File: src/verilog/bridge_cfg_pkg.sv
`default_nettype none
package bridge_cfg_pkg;

  // Byte offsets of the register words
  localparam logic [7:0] OFS_CMD_STATUS   = 8'h04;
  localparam logic [7:0] OFS_REV_CLASS    = 8'h08;
  localparam logic [7:0] OFS_CACHE_HDR    = 8'h0C;
  localparam logic [7:0] OFS_BUS_NUMS     = 8'h18;
  localparam logic [7:0] OFS_IO_BASE      = 8'h1C;
  localparam logic [7:0] OFS_IO_BASE_UP   = 8'h30;

  // Command half field positions
  localparam int unsigned CMD_PERR_RESP_BIT = 6;
  localparam int unsigned CMD_SERR_EN_BIT   = 8;

  // Status half field positions
  localparam int unsigned STS_INT_PEND_BIT  = 19;
  localparam int unsigned STS_CAP_LIST_BIT  = 20;
  localparam int unsigned NUM_FLAGS         = 6;
  // Sticky flags: data parity, sig target abort, rx target abort,
  // rx master abort, sig system error, detected parity
  localparam int unsigned FLAG_POS [NUM_FLAGS] = '{24, 27, 28, 29, 30, 31};

  // Fixed identification and layout values
  localparam logic [7:0] CLASS_PROG_IF    = 8'h00;
  localparam logic [7:0] CLASS_SUB        = 8'h04;
  localparam logic [7:0] CLASS_BASE       = 8'h06;
  localparam logic [7:0] HEADER_TYPE_VAL  = 8'h01;
  localparam logic [7:0] LATENCY_VAL      = 8'h00;
  localparam logic [3:0] IO_ADDR_CAP      = 4'h1;
  localparam logic       CAP_LIST_VAL     = 1'b1;

  // Reset values
  localparam logic [7:0]  CACHE_LINE_RST  = 8'h00;
  localparam logic [7:0]  BUS_NUM_RST     = 8'h00;
  localparam logic [3:0]  IO_BASE_RST     = 4'h0;
  localparam logic [15:0] IO_BASE_UP_RST  = 16'h0000;

  // Field positions inside the words
  localparam int unsigned IO_BASE_LSB     = 4;
  localparam int unsigned IO_WIN_LSB      = 12;

  // Events raised by the port's transaction logic
  typedef struct packed {
    logic parity_err;      // Parity error detected or forwarded, primary side
    logic cpl_abort_sent;  // Completed a request with completer abort
    logic rx_cpl_abort;    // Received completion with completer abort
    logic rx_cpl_unsup;    // Received completion with unsupported request
    logic err_msg_sent;    // Sent ERR_FATAL or ERR_NONFATAL
    logic poisoned_rx;     // Received poisoned TLP on primary side
  } bridge_events_t;

  // Bus numbers used by routing
  typedef struct packed {
    logic [7:0] subordinate;
    logic [7:0] secondary;
    logic [7:0] primary;
  } bus_nums_t;

endpackage
`default_nettype wire

File: src/verilog/bridge_config_header_regs.sv
// Behaviour
// - Interrupt pending status bit always reads zero, forwarded INTx ignored.
// - Capabilities list status bit reads one; first pointer lives at 34h (34h is not decoded here and reads 00h).
// - 66 MHz, fast back-to-back and select timing status fields read zero.
// - Master data parity flag sets on primary parity error; resets zero.
// - Master data parity flag never sets while parity response disabled.
// - Signaled target abort sets when completing with completer abort.
// - Received target abort sets on completion with completer abort status.
// - Received master abort sets on completion with unsupported request status.
// - Signaled system error sets on error message while system error enabled.
// - Detected parity error sets on any poisoned TLP, regardless of enables.
// - Class code reads fixed 00h, 04h, 06h.
// - Eight-bit revision field returns a hardwired value.
// - Cache line size is read/write, resets 00h, affects nothing.
// - Primary and secondary latency timers read 00h, not writable.
// - Header type reads 01h.
// - Primary, secondary, subordinate bus numbers writable, reset 00h.
// - I/O base low nibble reads 1h, read-only.
// - I/O base upper nibble gives window bits 15:12, resets 0h.
// - I/O base with upper word forms lower forwarding bound.
// - Command bit enables parity error response.
// - Command bit enables system error reporting.
//
// Register access over AHB-Lite was left to the implementer.
`default_nettype none
module bridge_config_header_regs
  import bridge_cfg_pkg::*;
#(
  parameter logic [7:0] REVISION_VAL = 8'hA3, // Arbitrary value
  parameter int unsigned DEC_BITS    = 8      // Decoded low address bits
) (
  input  wire logic           hclk,          // Core clock
  input  wire logic           hresetn,       // Async reset, active low
  input  wire logic           hsel,          // Slave select
  input  wire logic [31:0]    haddr,         // Byte address
  input  wire logic [1:0]     htrans,        // Transfer type
  input  wire logic           hwrite,        // Write when high
  input  wire logic [2:0]     hsize,         // Transfer size
  input  wire logic [31:0]    hwdata,        // Write data
  input  wire logic           hready,        // Bus ready
  output logic                hreadyout,     // Slave ready
  output logic                hresp,         // Always OKAY
  output logic [31:0]         hrdata,        // Read data
  input  wire bridge_events_t events,        // One-cycle event pulses
  input  wire logic           io_req_valid,  // I/O address to compare
  input  wire logic [31:0]    io_req_addr,   // I/O address
  output logic                io_chk_valid,  // Comparison result valid
  output logic                io_above_base, // Address at or above base
  output logic                perr_resp_en,  // Parity error response enable
  output logic                serr_en,       // System error reporting enable
  output bus_nums_t           bus_nums       // Bus numbers for routing
);

  // Parameter checks
  initial begin
    if (DEC_BITS < 6 || DEC_BITS > 31) begin
      $error("DEC_BITS must lie between 6 and 31");
    end
  end

  logic                 accept;
  logic                 wr_pend;
  logic                 rd_pend;
  logic                 addr_hit;
  logic [7:0]           addr_ofs;
  logic [31:0]          rd_word;
  logic [NUM_FLAGS-1:0] flags;
  logic [NUM_FLAGS-1:0] flag_set;
  logic [7:0]           cache_line;
  logic [3:0]           io_base_hi;
  logic [15:0]          io_base_up;
  logic [31:0]          io_bound;
  logic                 wr_cmd;

  // Address phase taken on a selected NONSEQ or SEQ transfer
  assign accept = hsel && hready && htrans[1];
  assign wr_cmd = wr_pend && addr_hit && (addr_ofs == OFS_CMD_STATUS);

  // Address phase capture
  always_ff @(posedge hclk or negedge hresetn) begin
    if (!hresetn) begin
      wr_pend  <= 1'b0;
      rd_pend  <= 1'b0;
      addr_hit <= 1'b0;
      addr_ofs <= 8'h00;
    end else if (hready) begin
      wr_pend <= accept && hwrite;
      rd_pend <= accept && !hwrite;
      if (accept) begin
        addr_hit <= (haddr[31:DEC_BITS] == '0) && (hsize == 3'h2);
        addr_ofs <= {haddr[7:2], 2'b00};
      end
    end
  end

  // One wait state on reads so a preceding write is visible
  always_ff @(posedge hclk or negedge hresetn) begin
    if (!hresetn) begin
      hreadyout <= 1'b1;
    end else begin
      hreadyout <= !(hready && accept && !hwrite);
    end
  end

  // Response is always OKAY
  always_ff @(posedge hclk or negedge hresetn) begin
    if (!hresetn) begin
      hresp <= 1'b0;
    end else begin
      hresp <= 1'b0;
    end
  end

  // Read data loaded in the wait cycle
  always_ff @(posedge hclk or negedge hresetn) begin
    if (!hresetn) begin
      hrdata <= 32'h0000_0000;
    end else if (rd_pend && !hreadyout) begin
      hrdata <= rd_word;
    end
  end

  // Read multiplexer; unlisted and reserved bits read zero
  always_comb begin
    rd_word = 32'h0000_0000;
    if (!addr_hit) begin
      rd_word = 32'h0000_0000;
    end else if (addr_ofs == OFS_CMD_STATUS) begin
      rd_word[CMD_PERR_RESP_BIT] = perr_resp_en;
      rd_word[CMD_SERR_EN_BIT]   = serr_en;
      rd_word[STS_INT_PEND_BIT]  = 1'b0;
      rd_word[STS_CAP_LIST_BIT]  = CAP_LIST_VAL;
      for (int i = 0; i < NUM_FLAGS; i++) begin
        rd_word[FLAG_POS[i]] = flags[i];
      end
    end else if (addr_ofs == OFS_REV_CLASS) begin
      rd_word = {CLASS_BASE, CLASS_SUB, CLASS_PROG_IF, REVISION_VAL};
    end else if (addr_ofs == OFS_CACHE_HDR) begin
      rd_word = {8'h00, HEADER_TYPE_VAL, LATENCY_VAL, cache_line};
    end else if (addr_ofs == OFS_BUS_NUMS) begin
      rd_word = {LATENCY_VAL, bus_nums.subordinate, bus_nums.secondary, bus_nums.primary};
    end else if (addr_ofs == OFS_IO_BASE) begin
      rd_word = {24'h00_0000, io_base_hi, IO_ADDR_CAP};
    end else if (addr_ofs == OFS_IO_BASE_UP) begin
      rd_word = {16'h0000, io_base_up};
    end
  end

  // Command enables
  always_ff @(posedge hclk or negedge hresetn) begin
    if (!hresetn) begin
      perr_resp_en <= 1'b0;
      serr_en      <= 1'b0;
    end else if (wr_cmd) begin
      perr_resp_en <= hwdata[CMD_PERR_RESP_BIT];
      serr_en      <= hwdata[CMD_SERR_EN_BIT];
    end
  end

  // Flag set conditions
  always_comb begin
    flag_set[0] = events.parity_err && perr_resp_en;
    flag_set[1] = events.cpl_abort_sent;
    flag_set[2] = events.rx_cpl_abort;
    flag_set[3] = events.rx_cpl_unsup;
    flag_set[4] = events.err_msg_sent && serr_en;
    flag_set[5] = events.poisoned_rx;
  end

  // Sticky flags, set wins over clear
  for (genvar g = 0; g < NUM_FLAGS; g++) begin : g_flag
    always_ff @(posedge hclk or negedge hresetn) begin
      if (!hresetn) begin
        flags[g] <= 1'b0;
      end else begin
        flags[g] <= flag_set[g] || (flags[g] && !(wr_cmd && hwdata[FLAG_POS[g]]));
      end
    end
  end

  // Cache line size, stored only
  always_ff @(posedge hclk or negedge hresetn) begin
    if (!hresetn) begin
      cache_line <= CACHE_LINE_RST;
    end else if (wr_pend && addr_hit && addr_ofs == OFS_CACHE_HDR) begin
      cache_line <= hwdata[7:0];
    end
  end

  // Bus numbers
  always_ff @(posedge hclk or negedge hresetn) begin
    if (!hresetn) begin
      bus_nums <= '{default: BUS_NUM_RST};
    end else if (wr_pend && addr_hit && addr_ofs == OFS_BUS_NUMS) begin
      bus_nums <= hwdata[23:0];
    end
  end

  // I/O window base
  always_ff @(posedge hclk or negedge hresetn) begin
    if (!hresetn) begin
      io_base_hi <= IO_BASE_RST;
      io_base_up <= IO_BASE_UP_RST;
    end else if (wr_pend && addr_hit) begin
      if (addr_ofs == OFS_IO_BASE) begin
        io_base_hi <= hwdata[IO_BASE_LSB +: 4];
      end else if (addr_ofs == OFS_IO_BASE_UP) begin
        io_base_up <= hwdata[15:0];
      end
    end
  end

  assign io_bound = {io_base_up, io_base_hi, 12'h000};

  // Lower-bound forwarding check
  always_ff @(posedge hclk or negedge hresetn) begin
    if (!hresetn) begin
      io_chk_valid  <= 1'b0;
      io_above_base <= 1'b0;
    end else begin
      io_chk_valid <= io_req_valid;
      if (io_req_valid) begin
        io_above_base <= (io_req_addr >= io_bound);
      end
    end
  end

endmodule
`default_nettype wire

File: config.mk
export PLATFORM = sky130hd
export DESIGN_NAME = bridge_config_header_regs
export DESIGN_NICKNAME = d
export VERILOG_FILES = /design/src/verilog/bridge_cfg_pkg.sv /design/src/verilog/bridge_config_header_regs.sv
export SDC_FILE = /design/constraint.sdc
export NUM_CORES = 1
export LEC_CHECK = 0
export BUFFER_PORTS_ARGS = -buffer_cell sky130_fd_sc_hd__buf_2
export CAP_MARGIN = 20
export CORE_MARGIN = 8
export CORE_UTILIZATION = 40
export CTS_CLUSTER_DIAMETER = 50
export DETAILED_ROUTE_END_ITERATION = 10
export GPL_TIMING_DRIVEN = 1
export PLACE_DENSITY_LB_ADDON = 0.2
export SLEW_MARGIN = 10
export SYNTH_ARGS = -nofsm -noshare
export SYNTH_HDL_FRONTEND = slang
export SYNTH_SLANG_ARGS = --single-unit
File: constraint.sdc
create_clock -name hclk -period 2.09 [get_ports hclk]
set_input_delay 0.3135 -clock hclk [delete_from_list [all_inputs] [get_ports hclk]]
set_output_delay 0.3135 -clock hclk [all_outputs]
set_load 0.02 [all_outputs]
# Yosys cells after proc, flatten, opt, wreduce, memory -nomap -nowiden
# Index checks and enable logic that the tools add are counted.
[totals]
regBits = 104
inputBits = 113
[classes]
bitwise = 1
n_lt_le_gt_ge = 1
mux = 16
n_reduce_logical = 45
n_eq_ne = 7
[op_table]
columns = ["operator", "n"]
rows = [
  ["32-bit two-way mux", 5],
  ["32-bit >= comparator", 1],
  ["1-bit logical AND", 26],
  ["24-bit zero test", 1],
  ["16-bit two-way mux", 1],
  ["6-bit by 2-bit equality test with 1-bit output, second input constant", 2],
  ["6-bit by 3-bit equality test with 1-bit output, second input constant", 2],
  ["10-bit two-way mux", 1],
  ["1-bit zero test", 9],
  ["6-bit by 1-bit equality test with 1-bit output, second input constant", 1],
  ["6-bit by 4-bit equality test with 1-bit output, second input constant", 1],
  ["1-bit logical OR", 6],
  ["6-bit two-way mux", 1],
  ["5-bit two-way mux", 1],
  ["1-bit two-way mux", 4],
  ["2-bit two-way mux", 2],
  ["2-bit AND reduction", 2],
  ["3-bit by 2-bit equality test with 1-bit output, second input constant", 1],
  ["3-bit two-way mux", 1],
  ["3-bit AND reduction", 1],
  ["1-bit inverter", 1],
]

# Longest topological paths before layout
[depth]
word_depth = 8
mapped_depth = 7
ltp_nobuf = 7

# Worst setup path after synthesis
# OpenSTA, ideal clock, no wires.
[synth_timing]
path_type = "register to register"
startpoint = "register addr_ofs[7]"
endpoint = "register bus_nums[10] (netlist name)"
n_path_buf = 1
path_stages_with_launch = 6
synth_period_minus_slack_ps = 1690
t_arrival_ps = 1565
setup_ps = 125
path_slack_ps = 400
t_required_ps = 1965
cell_sequence = "dfrtp_1 nor2_1 nand4b_2 nor3_4 buf_6 mux2_2"
[synth_via]
elab_chain_len = 2
[synth_lines]
columns = ["element", "line", "source"]
rows = [
  ["from (decl)", "bridge_config_header_regs.sv:65", "logic [7:0] addr_ofs;"],
  ["from (signal assigned)", "bridge_config_header_regs.sv:91", "addr_ofs <= {haddr[7:2], 2'b00};"],
  ["6-bit by 3-bit equality test with 1-bit output", "bridge_config_header_regs.sv:194", "end else if (wr_pend && addr_hit && addr_ofs == OFS_BUS_NUMS) begin"],
  ["1-bit logical AND", "bridge_config_header_regs.sv:194", ""],
  ["to (signal assigned)", "bridge_config_header_regs.sv:195", "bus_nums <= hwdata[23:0];"],
  ["to (decl)", "bridge_config_header_regs.sv:51", "output bus_nums_t bus_nums"],
]
# Every way passes these cells.
# A chain may end at the register's enable or synchronous reset.

# Worst setup path in the final report
[layout_timing]
startpoint = "register addr_ofs[4]"
endpoint = "register perr_resp_en"
[layout_via]
elab_chain_len = 2
[layout_lines]
columns = ["element", "line", "source"]
rows = [
  ["6-bit by 1-bit equality test with 1-bit output", "bridge_config_header_regs.sv:77", "assign wr_cmd = wr_pend && addr_hit && (addr_ofs == OFS_CMD_STATUS);"],
  ["1-bit logical AND", "bridge_config_header_regs.sv:77", ""],
  ["to (signal assigned)", "bridge_config_header_regs.sv:155", "perr_resp_en <= hwdata[CMD_PERR_RESP_BIT];"],
  ["to (decl)", "bridge_config_header_regs.sv:49", "output logic perr_resp_en,"],
]
# Every way passes these cells.

==> run_results.csv <==
group,metric,value,unit
floorplan,core,11860,um2
timing,setup_viol,0,
synthesis,yosys.area.top_type,"dfrtp_1",
layout,finalNetCount,710,
power,power_density,666.4,nW/um2
synthesis,dominantRegCellSynth,"dfrtp_1",
synthesis,synth_nets,532,
worst_setup_path,worstPathArrival,2.12,ns
synthesis,synth_top_family_by_area,"multiplexers",
timing,maxSlewViolCount,0,
routing,vias,3779,
power,combPwrFrac,10.3,%
power,p_sw,0.0009956,W
timing,clock_skew,0.01014,ns
synthesis,synth.most_common_cell,"dfrtp_1",
global_routing,grt_max_degree,43,
timing,finalHoldViolCount,0,
floorplan,start_util,40.52,%
timing,fmax,526.4,MHz
worst_setup_path,worst-path-max-fanout,8,
worst_setup_path,worst_setup_path_start_kind,"register",
power,seqPwrFrac,51.6,%
synthesis,netlist_area,4806,um2
layout,drive_gt1_share,44.33,%
floorplan,rows,40,
clocking,cts_sinks,103,
routing,maxUsedRoutingLayer,"met5",
timing,rsz0062_at_grt,"false",
global_routing,grt_use_total,16.32,%
synthesis,yosysSeqAreaShare,53.66,%
routing,vias_per_cell,5.184,
global_routing,overflow,0,
routing,dr.pass1.iters,4,
place,port-buffer-count,168,
layout,diodes,0,
clocking,cts_buffers,9,
clocking,clock_latency,0.34,ns
place,dpl.hpwl,10.09,mm
timing,min_period_over_period,90.89,%
routing,drt_iter0_markers,274,
timing,slew_headroom,62.02,%
layout,area_delta_synth_final,28.04,%
layout,final_cells,729,
synthesis,synth_top_area_share,53.11,%
clocking,cts_tree,"built",
layout,seqCellArea,2579,um2
synthesis,synth-adder-area-share,5.207,%
timing,fin_crit,1.900,ns
synthesis,ys_ff_latch,103,
routing,met2_length,6.320,mm
status,status,"finished clean",
worst_setup_path,cp-startpoint,"addr_ofs[4]",
routing,drc_errors,0,
place,place_congestion,0.8115,
synthesis,synth_cell_types,50,
layout,multi_input_area,2039,um2
clocking,htreeDepth,3,
synthesis,ys_async_sr_fraction,100.0,%
global_routing,grt_pass1_wl,20.59,mm
routing,drt-met1-wl,5.655,mm
synthesis,avgSynthCellArea,12.04,um2
worst_setup_path,end_kind,"register",
floorplan,dieArea,15780,um2
synthesis,synthTopCellsByCount,"dfrtp_1 (102), mux2_2 (47), nand2_1 (33), o21ai_0 (33), inv_1 (24)",
global_routing,grt_pass1_vias,4056,
worst_setup_path,critical_path_class,"register to register",
floorplan,ioPinCount,175,
place,place_inst,712,
synthesis,synth-edff-count,0,
clocking,clkTransAtPathRegs,0.07,ns
power,internal_power,0.003105,W
routing,routed_wirelength,12.90,mm
worst_setup_path,crit_buf_inv,0,
synthesis,synth_xor_xnor_area_share,0,%
power,clockPowerShare,38.1,%
clocking,ctsLongestPathBuffers,2,
synthesis,yosys_warnings,0,
timing,tns,0,ns
power,irDropWorstVdd,350.5,uV
global_routing,antenna_found_initial,1,
worst_setup_path,r2r_start,"addr_ofs[4]",
power,netSwitchingFraction,24.28,%
power,p_leak,3.158,nW
floorplan,fp.dieW,125.6,um
synthesis,synth_compound_area_share,12.21,%
run,cap_violations,0,
routing,drtAntennaViolNets,0,
worst_setup_path,critical_path.cell_chain,"nor4_4 > nand3b_1 > nor2_4 > mux2_2",
worst_setup_path,crit_required,2.31,ns
worst_setup_path,cp_top_family,"simple AND/OR/NAND/NOR gates",
min_path,hold_path.class,"primary input to register",
min_path,hp-start,"io_req_valid",
clocking,clockRootBuffer,"clkbuf_16",
synthesis,synth_area_leaders,"dfrtp_1 (53%), mux2_2 (11%), ha_1 (5.2%), o21ai_0 (3.4%), nand2_1 (2.6%)",
synthesis,synthSimpleGateAreaFrac,10.26,%
worst_setup_path,cp_slowest_cell,"dfrtp_1",
timing,worst_slew_pin_slew,0.5697,ns
worst_setup_path,critPathMaxStageDelay,0.43,ns
synthesis,synthMuxAreaShare,14.35,%
routing,wl_met3,766,um
synthesis,synth_cells,399,
routing,wl_per_cell,17.70,um
layout,num-fill-cells,1105,
floorplan,die_y,125.6,um
power,finalPower,0.004101,W
## stage by stage
stage	setup WS, ns	cell area (um2)	hold WS, ns	utilization [%]
2_1_floorplan	0.3998	4806	0.01791	-
3_3_place_gp	0.09477	5849	0.3397	49.31
3_5_place_dp	0.01241	5849	0.3535	49.31
4_1_cts	0.03344	6137	0.1002	51.74
5_1_grt	0.04828	6153	0.1124	51.88
6_report	0.1904	6153	0.1149	51.88
## cells by family (layout without fill, tap and decap cells)
logic type | count (synthesis) | in the layout
and+or+nand+nor | 86 | 86
buffers and inverters | 40 | 223
adders and majority gates | 20 | 20
DFF | 103 | 103
muxes | 61 | 61
AOI/OAI and AO/OA | 88 | 88
other | 1 | 1
## placed cells by master, fill, tap and decap left out, types with 2 or more instances in the layout
cell / netlist / layout
a211oi_1: 3 / 3
a21o_1: 7 / 7
a21oi_1: 8 / 7
a221oi_1: 3 / 3
a222oi_1: 2 / 2
a22o_1: 13 / 13
a22oi_1: 8 / 8
buf_12: 0 / 2
buf_2: 4 / 167
buf_4: 3 / 13
clkbuf_1: 4 / 2
clkbuf_16: 0 / 9
clkinv_4: 0 / 3
dfrtp_1: 102 / 102
ha_1: 20 / 20
inv_1: 24 / 24
mux2_1: 8 / 8
mux2_2: 47 / 47
mux2_4: 2 / 2
mux2i_1: 4 / 4
nand2_1: 33 / 33
nand2b_1: 2 / 2
nand3_1: 6 / 6
nand3_4: 2 / 2
nand4_1: 5 / 5
nor2_1: 13 / 13
nor2b_1: 2 / 2
nor3_1: 3 / 3
nor4_1: 7 / 6
nor4b_1: 3 / 3
o21ai_0: 33 / 33
o22ai_1: 2 / 2
o31ai_1: 2 / 2
## worst paths after layout
check                               end  slack (ns)  depth (start not counted)
max in group asynchronous     hreadyout        0.94                          3
min reg2reg                   hrdata[7]        0.48                          2
min in group asynchronous  bus_nums[10]        0.51                          2
min                        io_chk_valid        0.11                          1
max                        perr_resp_en        0.19                          4
max reg2reg                perr_resp_en        0.19                          4
## worst register-to-register path, cell delays in order, from the launching register on
cell and delay [ns]:
dfrtp_1 0.43, nor4_4 0.41, nand3b_1 0.26, nor2_4 0.31, mux2_2 0.37
## power by group through the flow
stage | registers, W | logic [W] | clock network (W)
6_report | 0.00212 | 0.000421 | 0.00156
5_1_grt | 0.00212 | 0.000472 | 0.00169
4_1_cts | 0.00212 | 0.000426 | 0.00161
3_5_place_dp | 0.00215 | 0.000423 | 0
3_3_place_gp | 0.00215 | 0.000409 | 0
2_1_floorplan | 0.00214 | 0.000213 | 0
## layer usage
layer  GRT usage (%)  vias to the layer above
li1                -                     1813
met1           20.12                     1838
met2           26.89                      112
met3           4.810                       14
met4           5.229                        2
met5               0                        -
## area by class of cell
| class | count | area share (%) |
|---|---|---|
| clock buffer | 12 | 4.006 |
| clock inverter | 4 | 0.5083 |
| inverter | 24 | 1.464 |
| multi-input combinational | 256 | 33.14 |
| sequential | 103 | 41.91 |
| tap | 147 | 2.989 |
| timing repair buffer | 183 | 15.98 |
## sequential cells by signal, indices dropped and copies added (netlist names)
signal,cells
io_above_base,1
addr_hit,1
hrdata,31
cache_line,8
hreadyout,1
serr_en,1
wr_pend,1
rd_pend,1
io_chk_valid,1
bus_nums,24
perr_resp_en,1
flags,6
io_base_hi,4
addr_ofs,6
io_base_up,16
## repair_timing
item	4_1_cts	5_1_grt
setup endpoints to repair	0	1
endpoints found under the hold margin	31	0
resized for setup	0	4
hold buffers	1	0
buffers inserted	0	0
Power figures use the tool's default switching activity.
